## src/shared/memst_pkg.sv

```systemverilog
/*
  memst_pkg: offsets, field positions, reset values and types for the
  memory status register bank.
  assumes: AHB-Lite slave with 32-bit data, one word per register.
*/
package memst_pkg;

  // printed offsets are not multiples of four: index, byte addr = 4*index
  localparam logic [7:0]  MEMST_IDX_RAM_STATUS   = 8'hD5;
  localparam logic [7:0]  MEMST_IDX_SELFTEST_CTL = 8'hD6;
  localparam logic [7:0]  MEMST_IDX_STORE_STATUS = 8'hE1;

  // field positions, self-test status
  localparam int          MEMST_BIT_COMPLETE     = 0;
  localparam int          MEMST_BIT_FAILED       = 1;
  // field positions, self-test control
  localparam int          MEMST_BIT_ENABLE       = 2;
  // field positions, store status
  localparam int          MEMST_BIT_BANK_LO      = 0;
  localparam int          MEMST_BIT_WRITE_ACTIVE = 3;
  localparam int          MEMST_BIT_LOAD_ACTIVE  = 4;
  localparam int          MEMST_BIT_WRITE_OK     = 5;
  localparam int          MEMST_BIT_CHECKSUM_ERR = 6;
  localparam int          MEMST_BIT_TRIM_ERR     = 7;

  // values after reset
  localparam logic [7:0]  MEMST_RST_RAM_STATUS   = 8'h00;
  localparam logic [7:0]  MEMST_RST_STORE_STATUS = 8'h00;
  localparam logic [7:0]  MEMST_RST_CTL          = 8'h00;

  localparam logic [1:0]  MEMST_HTRANS_NONSEQ    = 2'h2;
  localparam logic [1:0]  MEMST_HTRANS_SEQ       = 2'h3;

  // status from the non-volatile store controller
  typedef struct packed {
    logic       trim_err;
    logic       checksum_err;
    logic       store_write_ok;
    logic       store_cache_load_active;
    logic       store_write_active;
    logic [2:0] selected_store_bank;
  } memst_store_type;

  // status from the RAM self-test engine
  typedef struct packed {
    logic ram_selftest_failed;
    logic ram_selftest_complete;
  } memst_bist_type;

endpackage

```

## src/rtl/memst_regs.sv

```systemverilog
/*
  memst_regs: AHB-Lite slave holding the RAM self-test status register,
  the self-test enable and the non-volatile store status register.
  assumes: self-test engine and store controller run on I_CLK, so their
  status needs no synchroniser; single AHB-Lite master, zero wait states.
*/
// Implementation choice: the AHB-Lite interface to the registers.
`timescale 1ns/100ps

// Behaviour
// - bit 0 of the RAM self-test status reads 1 once the self-test has finished while the self-test enable is set, else 0.
// - bit 1 of the RAM self-test status reads 1 when the self-test completed and failed while the enable is set, 0 on a clean run.
// - bits 2 to 0 of the store status give the selected bank, codes 0 to 5 meaningful.
// - bit 3 of the store status reads 1 while programming is underway, else 0.
// - bit 4 of the store status reads 1 while contents are moved into the cache, else 0.
// - bit 5 of the store status reads 1 when the last programming succeeded, else 0.
// - bit 6 of the store status reads 1 when the checksum check fails, else 0.
// - bit 7 of the store status reads 1 when the trim value is corrupted, else 0.
// - a set self-test enable starts the self-test and blocks processor RAM access meanwhile.
module memst_regs
  import memst_pkg::*;
(
  // clock and reset
  input  wire logic            I_CLK,
  input  wire logic            I_RST_N,
  // ahb-lite slave
  input  wire logic            I_HSEL,
  input  wire logic [31:0]     I_HADDR,
  input  wire logic [1:0]      I_HTRANS,
  input  wire logic            I_HWRITE,
  input  wire logic [2:0]      I_HSIZE,
  input  wire logic [31:0]     I_HWDATA,
  input  wire logic            I_HREADY,
  output logic      [31:0]     O_HRDATA,
  output logic                 O_HREADYOUT,
  output logic                 O_HRESP,
  // self-test engine
  input  wire memst_bist_type  I_BIST,
  output logic                 O_RAM_SELFTEST_START,
  output logic                 O_RAM_CPU_BLOCK,
  // store controller
  input  wire memst_store_type I_STORE
);

  logic [7:0]  ram_status_q;
  logic [7:0]  ram_status_d;
  logic [7:0]  store_status_q;
  logic [7:0]  store_status_d;
  logic        enable_q;
  logic        enable_d;
  logic        wr_pend_q;
  logic        wr_pend_d;
  logic [7:0]  wr_idx_q;
  logic [7:0]  wr_idx_d;
  logic [31:0] rdata_q;
  logic [31:0] rdata_d;
  logic        take;
  logic [7:0]  a_idx;
  logic        a_ok;

  // address decode
  always_comb
  begin
    take  = I_HSEL && I_HREADY &&
            (I_HTRANS == MEMST_HTRANS_NONSEQ || I_HTRANS == MEMST_HTRANS_SEQ);
    a_idx = I_HADDR[9:2];
    a_ok  = (I_HADDR[31:10] == 22'h00_0000);
  end

  // status capture and control write
  always_comb
  begin
    ram_status_d   = MEMST_RST_RAM_STATUS;
    // complete held 0 until engine finishes, and while enable is clear
    ram_status_d[MEMST_BIT_COMPLETE] = enable_q && I_BIST.ram_selftest_complete;
    // fail reported only with complete
    ram_status_d[MEMST_BIT_FAILED]   = enable_q && I_BIST.ram_selftest_complete &&
                                       I_BIST.ram_selftest_failed;
    // store status straight from the controller
    store_status_d = I_STORE;
    enable_d       = enable_q;
    // writes only reach the enable; status bits ignore them
    if (wr_pend_q && wr_idx_q == MEMST_IDX_SELFTEST_CTL)
    begin
      enable_d = I_HWDATA[MEMST_BIT_ENABLE];
    end
    wr_pend_d = take && I_HWRITE && a_ok;
    wr_idx_d  = a_idx;
    rdata_d   = 32'h0000_0000;
    if (take && !I_HWRITE && a_ok)
    begin
      unique case (a_idx)
        MEMST_IDX_RAM_STATUS:   rdata_d = {24'h00_0000, ram_status_d};
        MEMST_IDX_STORE_STATUS: rdata_d = {24'h00_0000, store_status_d};
        MEMST_IDX_SELFTEST_CTL: rdata_d = {29'h0000_0000, enable_q, 2'b00};
        default:                rdata_d = 32'h0000_0000;
      endcase
    end
  end

  always_ff @(posedge I_CLK)
  begin
    if (!I_RST_N)
    begin
      ram_status_q   <= MEMST_RST_RAM_STATUS;
      store_status_q <= MEMST_RST_STORE_STATUS;
      enable_q       <= MEMST_RST_CTL[MEMST_BIT_ENABLE];
      wr_pend_q      <= 1'b0;
      wr_idx_q       <= 8'h00;
      rdata_q        <= 32'h0000_0000;
    end
    else
    begin
      ram_status_q   <= ram_status_d;
      store_status_q <= store_status_d;
      enable_q       <= enable_d;
      wr_pend_q      <= wr_pend_d;
      wr_idx_q       <= wr_idx_d;
      rdata_q        <= rdata_d;
    end
  end

  // outputs
  assign O_HRDATA             = rdata_q;
  assign O_HREADYOUT          = 1'b1;
  assign O_HRESP              = 1'b0;
  assign O_RAM_SELFTEST_START = enable_q;
  assign O_RAM_CPU_BLOCK      = enable_q;
endmodule

```

## config.mk

```make
export PLATFORM = sky130hd
export DESIGN_NAME = memst_regs
export DESIGN_NICKNAME = d
export VERILOG_FILES = /design/src/shared/memst_pkg.sv /design/src/rtl/memst_regs.sv
export SDC_FILE = /design/constraint.sdc
export NUM_CORES = 1
export LEC_CHECK = 0
export BUFFER_PORTS_ARGS = -buffer_cell sky130_fd_sc_hd__buf_2
export CORE_MARGIN = 5
export CORE_UTILIZATION = 33
export DETAILED_ROUTE_END_ITERATION = 10
export GPL_TIMING_DRIVEN = 0
export PLACE_DENSITY = 0.85
export SLEW_MARGIN = 40
export SYNTH_ARGS = -nofsm -noshare
export SYNTH_HDL_FRONTEND = slang
export SYNTH_SLANG_ARGS = --single-unit
```

## constraint.sdc

```tcl
create_clock -name I_CLK -period 2.3 [get_ports I_CLK]
set_input_delay 0.46 -clock I_CLK [delete_from_list [all_inputs] [get_ports I_CLK]]
set_output_delay 0.46 -clock I_CLK [all_outputs]
set_load 0.05 [all_outputs]
```

==> flow_summary.json, run 1 <==
{
  "die-area_um2": 3811,
  "core_area_um2": 2522,
  "critical_path_class": "register to output port",
  "ys_seq_area_frac": 0.4079,
  "final_core_util": 0.5208,
  "antenna_found_initial": 0,
  "drt_iter0_drc": 34,
  "postCtsSetupRepairBufs": 0,
  "hold_depth": 2,
  "syn_area_per_cell_um2": 9.602,
  "wl_per_cell_um": 10.16,
  "ir_worst_vdd_mv": 0.2925,
  "r2r_end": "O_HRDATA[2]",
  "die_w_um": 61.74,
  "gp_congestion": 0.7309,
  "synth_xor_area_frac": 0,
  "remaining_drc_errors": 0,
  "setup_viol": 0,
  "drt_wl_total_mm": 2.083,
  "p_leak_nw": 0.7248,
  "cts_resized": 0,
  "critPathCaptureType": "output port",
  "relSlewSlack": 0.6066,
  "synth_ff_type": "dfxtp_1",
  "cts_root_buf": "clkbuf_4",
  "period_share": 0.6353,
  "critPathMaxFanout": 4,
  "synth_edf_count": 0,
  "critical_path_required_ns": 1.84,
  "hold_start": "I_HWRITE",
  "crit_path_cell_trace": "buf_4 > buf_2",
  "finalNetCount": 261,
  "htree_levels": 1,
  "max_freq_ghz": 0.6844,
  "holdBufCountCts": 0,
  "synth_fa_ha_area_frac": 0,
  "r2r_cells": 3,
  "grt_pass1_vias": 894,
  "rrSetupSlack_ns": 1.11,
  "grt_max_degree": 11,
  "ys_types": 25,
  "hold_viol_final": 0,
  "path_clk_slew_ns": 0.09,
  "grt_usage": 0.1112,
  "via_count": 842,
  "synth_compound_area_frac": 0.04108,
  "worst_hold_path.endpoint": "O_HRDATA[2]",
  "cpMaxStageDelayCell": "dfxtp_1",
  "synth_mux_area_frac": 0,
  "tightest_slew_ns": 0.5819,
  "timing.rr.start": "O_RAM_CPU_BLOCK",
  "synth_cells": 92,
  "dr.pass1.iters": 3,
  "async_reset_ff_frac": 0,
  "drv_cap": 0,
  "cp-start-kind": "register",
  "synth-simple-area-share": 0.3045,
  "num_rows": 18,
  "antenna_cells": 0,
  "pin_count": 120,
  "hp-class": "primary input to register",
  "die_y_um": 61.74,
  "mappedNetlistArea_um2": 883.3,
  "ant_nets": 0,
  "tns_ns": 0,
  "slowest_delay_ns": 0.37,
  "slew_viol_final": 0,
  "status": "finished, final reports clean",
  "cts_tree": "yes",
  "grt_pass1_wl_mm": 3.208,
  "skew_ns": 0.003213,
  "p_per_area_nw_per_um2": 495.6,
  "ys_ff_latch": 18,
  "synth_top_family_by_area": "simple AND/OR/NAND/NOR gates",
  "rsz0062_at_grt": "false",
  "clock_path_buffers": 2,
  "worstSkewPairLatency_ns": 0.28,
  "vias_per_cell": 4.107,
  "cp_data_arrival_time_ns": 1.00,
  "yosys_warnings": 0,
  "layout-drive-gt1-share": 0.5143,
  "grt.overflow.total": 0,
  "port_buffers": 56,
  "period_minus_slack_ns": 1.461,
  "initial_core_util": 0.3502,
  "cts.sink_count": 18,
  "numCtsBuffers": 3,
  "dp_hpwl_mm": 1.943,
  "area_growth_pct": 48.73
}
[per-stage QoR]
step	cell area [um2]	hold WS [ns]	total power [W]	worst slack (ns)	std cells
detailed placement	1291	0.5188	0.0005152	0.5998	202
finish	1314	0.3624	0.0006511	0.8388	205
global placement	1291	0.4787	0.0005138	0.6261	202
CTS	1314	0.3577	0.0006541	0.8227	205
global route	1314	0.3549	0.0006877	0.7783	205
floorplan	973.4	0.4702	0.0004692	0.8418	116
[cell usage after synthesis (all sizes together), types with 2 or more instances]
cell type,number,area share
nand3b,3,0.025
nand3,2,0.011
nor4,7,0.064
and3,5,0.035
nand4,2,0.014
conb,2,0.0085
dfxtp,18,0.41
nor3b,2,0.017
nor2,2,0.0085
and4b,2,0.023
buf,27,0.23
and2,8,0.057
[final cells by class]
| type | instances | area (um2) |
|---|---|---|
| well taps | 30 | 37.54 |
| plain buffers | 28 | 206.4 |
| clock buffers | 3 | 22.52 |
| flip-flops and latches | 18 | 360.3 |
| fillers | 250 | 1209 |
| inverters | 1 | 3.754 |
| multi-input cells | 69 | 402.9 |
| repair buffers | 56 | 280.3 |
[sequential cells by signal, indices dropped and copies added, names as in the netlist]
| name | cells |
|---|---|
| wr_idx_q | 8 |
| wr_pend_q | 1 |
| O_HRDATA | 8 |
| O_RAM_CPU_BLOCK | 1 |
[power breakdown]
part	internal, W	switching, W	leakage (nW)	total, W
Clock	0.0000607	0.0000803	0.0138	0.000141
Sequential	0.000319	0.00000165	0.147	0.000320
Combinational	0.0000674	0.000122	0.564	0.000190
[logic make-up (layout without fill, tap and decap cells)]
| kind of cell | after synthesis | count (layout) |
|---|---|---|
| other | 2 | 26 |
| buffers and inverters | 29 | 88 |
| AND/OR/NAND/NOR | 39 | 39 |
| flip-flops | 18 | 18 |
| AO/OA/AOI/OAI | 4 | 4 |
[layout by cell type, fill, tap and decap left out, types with 2 or more instances in the layout]
cell type,count
nor4_2,2
buf_4,27
nand3b_1,3
and2_1,8
nand3_1,2
and4b_1,2
conb_1,26
nor2_1,2
dfxtp_1,18
and3_1,5
buf_2,56
nand4_1,2
clkbuf_4,3
nor3b_1,2
nor4_1,5
[routing by layer]
metal | global-route usage | vias up | part of all wire
met1 | 0.1234 | 350 | 0.38
met3 | 0.03306 | 2 | 0.13
li1 | - | 438 | -
met5 | 0 | - | 0
met2 | 0.2063 | 52 | 0.48
met4 | 0.02727 | 0 | 0.0053
[how the worst max path moves through the flow]
stage,from,to,slack [ns],depth (start not counted)
CTS,O_RAM_CPU_BLOCK,O_RAM_SELFTEST_START,0.82,2
floorplan,O_RAM_CPU_BLOCK,O_HRDATA[2],0.84,3
global placement,I_HADDR[21],O_HRDATA[7],0.63,5
finish,O_RAM_CPU_BLOCK,O_RAM_SELFTEST_START,0.84,2
detailed placement,I_HADDR[20],O_HRDATA[4],0.60,5
global route,O_RAM_CPU_BLOCK,O_RAM_SELFTEST_START,0.78,2
[critical path, delay by kind of cell, from the launching register on]
family	cells	cell delay (ns)
buf+inv	2	0.35
flops	1	0.37
No activity file was read; power rests on OpenSTA's default activity.
==> inputs of run 2 (changes only) <==
--- a/config.mk
+++ b/config.mk
@@ -5,12 +5,13 @@
 export SDC_FILE = /design/constraint.sdc
 export NUM_CORES = 1
 export LEC_CHECK = 0
+export ABC_AREA = 1
 export BUFFER_PORTS_ARGS = -buffer_cell sky130_fd_sc_hd__buf_2
 export CORE_MARGIN = 5
 export CORE_UTILIZATION = 33
 export DETAILED_ROUTE_END_ITERATION = 10
 export GPL_TIMING_DRIVEN = 0
-export PLACE_DENSITY = 0.85
+export PLACE_DENSITY = 0.79
 export SLEW_MARGIN = 40
 export SYNTH_ARGS = -nofsm -noshare
 export SYNTH_HDL_FRONTEND = slang
==> constraint.sdc (replaced) <==
create_clock -name I_CLK -period 1.4 [get_ports I_CLK]
set_input_delay 0.28 -clock I_CLK [delete_from_list [all_inputs] [get_ports I_CLK]]
set_output_delay 0.28 -clock I_CLK [all_outputs]
set_load 0.05 [all_outputs]
==> run 2 against run 1 <==
First-iteration DRC count up 97%; via count up 21%; total power up 69%; final area up 13%; count of clock-buffer cells in the layout unchanged; die area up 15%; register-to-register slack worse by 0.63 ns; critical path depth unchanged; sequential cell count unchanged; worst hold slack worse by 0.17 ns; area after synthesis up 19%; synthesized cell count up 62%; largest cell class unchanged; highest routed layer unchanged.
==> flow_summary.json, run 2 <==
{
  "cts_tree": "yes",
  "synth_cells": 149,
  "antenna_found_initial": 0,
  "cts_resized": 0,
  "period_share": 0.9351,
  "stdcell_count": 275,
  "grt_max_degree": 11,
  "hp-class": "primary input to register",
  "switching_share": 0.3308,
  "port_buffers": 55,
  "pwr-share-comb": 0.302,
  "critPathMaxFanout": 4,
  "p_switching_w": 0.0003643,
  "remaining_drc_errors": 0,
  "ir_worst_vdd_mv": 0.2527,
  "ys_types": 19,
  "dr.pass1.iters": 4,
  "via_count": 1020,
  "drt_wl_total_mm": 2.315,
  "cp_data_arrival_time_ns": 1.03,
  "antenna_cells": 0,
  "vias_per_cell": 3.709,
  "postCtsSetupRepairBufs": 0,
  "period_minus_slack_ns": 1.309,
  "async_reset_ff_frac": 0,
  "intPower_w": 0.0007371,
  "htree_levels": 1,
  "rsz0062_at_grt": "false",
  "skew_ns": 0.004196,
  "path_clk_slew_ns": 0.09,
  "p_per_area_nw_per_um2": 739.1,
  "die_w_um": 66.34,
  "yosys_warnings": 0,
  "p_leak_nw": 0.8601,
  "tns_ns": 0,
  "die_y_um": 66.34,
  "synth_edf_count": 0,
  "synth_common_cells": "buf_4 (28), nand2_1 (26), inv_1 (21), nor2_1 (21), dfxtp_1 (18)",
  "slew_viol_final": 0,
  "clock_path_buffers": 2,
  "mappedNetlistArea_um2": 1047,
  "synth_largest_area_cell": "dfxtp_1",
  "die-area_um2": 4400,
  "yosys.area.top_type_share": 0.3441,
  "area_growth_pct": 42.29,
  "final_common_cell": "buf_2",
  "status": "finished, final reports clean",
  "drv_cap": 0,
  "setup_viol": 0,
  "grt_pass1_wl_mm": 3.808,
  "pwr-share-clk": 0.220,
  "critPathCaptureType": "output port",
  "num_rows": 20,
  "cts_root_buf": "clkbuf_4",
  "max_freq_ghz": 0.7638,
  "holdBufCountCts": 0,
  "initial_core_util": 0.3430,
  "ys_ff_latch": 18,
  "core_area_um2": 3053,
  "dp_hpwl_mm": 2.050,
  "cts.sink_count": 18,
  "critical_path_class": "register to output port",
  "grt_usage": 0.1084,
  "worstSkewPairLatency_ns": 0.28,
  "yosysMostFrequentCell": "buf_4",
  "drt_iter0_drc": 67,
  "critical_path_required_ns": 1.12,
  "syn_area_per_cell_um2": 7.029,
  "dp_cells": 272,
  "grt_pass1_vias": 970,
  "p_seq_frac": 0.478,
  "synth_ff_type": "dfxtp_1",
  "hold_viol_final": 0,
  "grt.overflow.total": 0,
  "numCtsBuffers": 3,
  "ys_top_cells_by_area": "dfxtp_1 (34%), buf_4 (20%), nand2_1 (9.3%), inv_1 (7.5%), nor2_1 (7.5%)",
  "final_cell_mix": "buf_2 (55), buf_4 (28), nand2_1 (26), conb_1 (26)",
  "wl_per_cell_um": 8.418,
  "gp_congestion": 0.6870,
  "ant_nets": 0,
  "cp-start-kind": "register",
  "finalNetCount": 317,
  "ys_seq_area_frac": 0.3441,
  "layout-drive-gt1-share": 0.4113,
  "pin_count": 120
}
[run 2: cell types whose count changed after synthesis, moves of 3 or more]
cell / previous run / this run
nor3_1: 1 / 7
nor2_2: 0 / 3
nand3b_1: 3 / 0
nor2_1: 2 / 21
inv_1: 1 / 21
and2_1: 8 / 2
and3_1: 5 / 1
nand3_1: 2 / 9
nand2_1: 1 / 26
nor4_1: 5 / 0
[run 2: kinds of logic (layout without fill, tap and decap cells)]
kind of cell	after synthesis	count (layout)	share of synthesized area
flops	18	18	0.3441
compound gates	4	4	0.01911
buf+inv	50	108	0.2796
other cells	2	26	0.007171
simple gates	75	75	0.3501
[run 2: worst paths after layout]
check                        from              endpoint  slack, ns  cells past startpoint
setup / recovery  O_RAM_CPU_BLOCK  O_RAM_SELFTEST_START       0.09                      2
hold reg to reg   O_RAM_CPU_BLOCK       O_RAM_CPU_BLOCK       0.58                      4
hold / removal         I_HADDR[9]           wr_idx_q[7]       0.19                      3
setup reg to reg      wr_idx_q[1]       O_RAM_CPU_BLOCK       0.48                      5
[run 2: layout make-up]
| class | instances | area [um2] |
|---|---|---|
| Inverter | 22 | 82.58 |
| Multi-Input combinational cell | 105 | 484.2 |
| Buffer | 28 | 210.2 |
| Sequential cell | 18 | 360.3 |
| Timing Repair Buffer | 55 | 275.3 |
| Fill cell | 306 | 1563 |
| Tap cell | 44 | 55.05 |
| Clock buffer | 3 | 22.52 |
[run 2: layer usage]
layer / vias to the layer above / track usage / wire [um]
met4: 0 / 0.02792 / 13
li1: 562 / - / -
met1: 404 / 0.1235 / 897
met2: 52 / 0.1809 / 1094
met5: - / 0 / 0
met3: 2 / 0.05102 / 310
[run 2: worst max-delay path: stages (launching register included)]
cell,delay [ns]
dfxtp_1,0.38
buf_4,0.12
buf_2,0.25
[run 2: power groups by stage]
| stage | clock [W] | sequential [W] | combinational [W] |
|---|---|---|---|
| finish | 0.000243 | 0.000526 | 0.000332 |
| floorplan | 0 | 0.000538 | 0.000255 |
| detailed placement | 0 | 0.000538 | 0.000329 |
| global placement | 0 | 0.000538 | 0.000327 |
| CTS | 0.000252 | 0.000526 | 0.000330 |
| global route | 0.000275 | 0.000528 | 0.000360 |
[run 2: stage by stage]
step | utilization | instance area, um2 | worst slack (ns) | total power [W] | hold WS, ns
global route | 0.4881 | 1490 | 0.03620 | 0.001163 | 0.1857
CTS | 0.4881 | 1490 | 0.07641 | 0.001109 | 0.1888
global placement | 0.4807 | 1468 | 0.2293 | 0.0008647 | 0.4753
detailed placement | 0.4807 | 1468 | 0.1958 | 0.0008678 | 0.4856
floorplan | - | 1137 | 0.1884 | 0.0007925 | 0.3735
finish | 0.4881 | 1490 | 0.09084 | 0.001101 | 0.1936
==> inputs of run 3 (changes only) <==
--- a/config.mk
+++ b/config.mk
@@ -11,7 +11,7 @@
 export CORE_UTILIZATION = 33
 export DETAILED_ROUTE_END_ITERATION = 10
 export GPL_TIMING_DRIVEN = 0
-export PLACE_DENSITY = 0.79
+export PLACE_DENSITY = 0.78
 export SLEW_MARGIN = 40
 export SYNTH_ARGS = -nofsm -noshare
 export SYNTH_HDL_FRONTEND = slang
==> run 3 against run 2 <==
Non-clock buffer count stayed put; core utilization is 0.45 points higher; via count is 0.69% higher; combinational power hardly changed; worst hold slack worse by 0.017 ns; wire length is 2.9% higher; largest cell class unchanged; largest power group unchanged.
==> flow_summary.json, run 3 (synthesis results as in run 2) <==
{
  "grt_usage": 0.1052,
  "ant_nets": 0,
  "critPathTopFamily": "flip-flops",
  "antenna_cells": 0,
  "final_common_cell": "buf_2",
  "hold_viol_final": 0,
  "vias_per_cell": 3.721,
  "area_growth_pct": 43.61,
  "critPathMaxFanout": 4,
  "worstSkewPairLatency_ns": 0.29,
  "path_buf_inv": 2,
  "skew_ns": 0.0005488,
  "setup_ws_ns": 0.07640,
  "die_y_um": 66.34,
  "pin_count": 120,
  "layout-drive-gt1-share": 0.4138,
  "drv_cap": 0,
  "initial_core_util": 0.3430,
  "hold_depth": 3,
  "cts_resized": 0,
  "numCtsBuffers": 3,
  "hp-class": "primary input to register",
  "p_leak_nw": 0.8673,
  "grt_max_degree": 11,
  "cp-start-kind": "register",
  "antenna_found_initial": 0,
  "wl_per_cell_um": 8.627,
  "num_rows": 20,
  "pwr-share-clk": 0.269,
  "dp_hpwl_mm": 2.116,
  "finalNetCount": 317,
  "critical_path_class": "register to output port",
  "htree_levels": 1,
  "cpMaxStageDelayCell": "dfxtp_1",
  "pwr-share-comb": 0.283,
  "drt_iter0_drc": 71,
  "rsz0062_at_grt": "false",
  "path_clk_slew_ns": 0.10,
  "gp_congestion": 0.7605,
  "via_count": 1027,
  "die-area_um2": 4400,
  "core_area_um2": 3053,
  "cts.sink_count": 18,
  "slew_viol_final": 0,
  "r2r_cells": 5,
  "critPathCaptureType": "output port",
  "intPower_w": 0.0007958,
  "cts_root_buf": "clkbuf_4",
  "tns_ns": 0,
  "port_buffers": 55,
  "postCtsSetupRepairBufs": 0,
  "switching_share": 0.3232,
  "max_freq_ghz": 0.7555,
  "grt.overflow.total": 0,
  "drt_wl_total_mm": 2.381,
  "slowest_delay_ns": 0.39,
  "cts_tree": "yes",
  "period_share": 0.9454,
  "ir_worst_vdd_mv": 0.2768,
  "setup_viol": 0,
  "remaining_drc_errors": 0,
  "final_cell_mix": "buf_2 (55), buf_4 (28), nand2_1 (26), conb_1 (26)",
  "post-place-ws_ns": 0.2027,
  "status": "finished, final reports clean",
  "grt_pass1_vias": 917,
  "critical_path_required_ns": 1.12,
  "crit_path_cell_trace": "buf_4 > buf_2",
  "period_minus_slack_ns": 1.324,
  "p_per_area_nw_per_um2": 781.8,
  "p_seq_frac": 0.448,
  "dr.pass1.iters": 4,
  "p_switching_w": 0.0003800,
  "path_depth": 2,
  "holdBufCountCts": 0,
  "die_w_um": 66.34,
  "clock_path_buffers": 2,
  "cp_data_arrival_time_ns": 1.04,
  "grt_pass1_wl_mm": 3.622
}
==> run 3: path summary, 6_finish.rpt <==
path,from,end,slack [ns]
setup / recovery,O_RAM_CPU_BLOCK,O_RAM_SELFTEST_START,0.08
hold / removal,I_HADDR[8],wr_idx_q[6],0.18
setup reg to reg,wr_idx_q[1],O_RAM_CPU_BLOCK,0.48
hold reg to reg,O_RAM_CPU_BLOCK,O_RAM_CPU_BLOCK,0.58
==> run 3: cell type report <==
class	instances	area [um2]
Inverter	22	82.58
Clock buffer	4	36.28
Timing Repair Buffer	55	275.3
Fill cell	329	1549
Tap cell	44	55.05
Buffer	28	210.2
Multi-Input combinational cell	105	484.2
Sequential cell	18	360.3
==> run 3: power by group through the flow <==
stage	sequential (W)	clock (W)	combinational, W
floorplan	0.000538	0	0.000255
global placement	0.000538	0	0.000327
detailed placement	0.000539	0	0.000330
CTS	0.000527	0.000322	0.000331
global route	0.000528	0.000348	0.000359
finish	0.000527	0.000316	0.000333
==> run 3: through the flow <==
step                      power [W]  utilization  instance area (um2)  hold WS, ns  cells
after floorplan           0.0007925            -                 1137       0.3735    173
after global placement    0.0008651       0.4807                 1468       0.4756    272
after detailed placement  0.0008687       0.4807                 1468       0.4768    272
after CTS                  0.001179       0.4926                 1504       0.1707    276
after global routing       0.001236       0.4926                 1504       0.1697    276
final                      0.001176       0.4926                 1504       0.1768    276
==> run 3: worst register-to-register path: cells and delay by family, from the launching register on <==
family          cells  cell delay [ns]
flops               1             0.33
simple gates        3             0.31
compound gates      1             0.16
buf+inv             1             0.03
==> run 3: layer usage <==
layer	routed length (um)	track usage
met2	1130	0.1784
met5	0	0
met4	13	0.03046
met1	973	0.1235
met3	263	0.03741
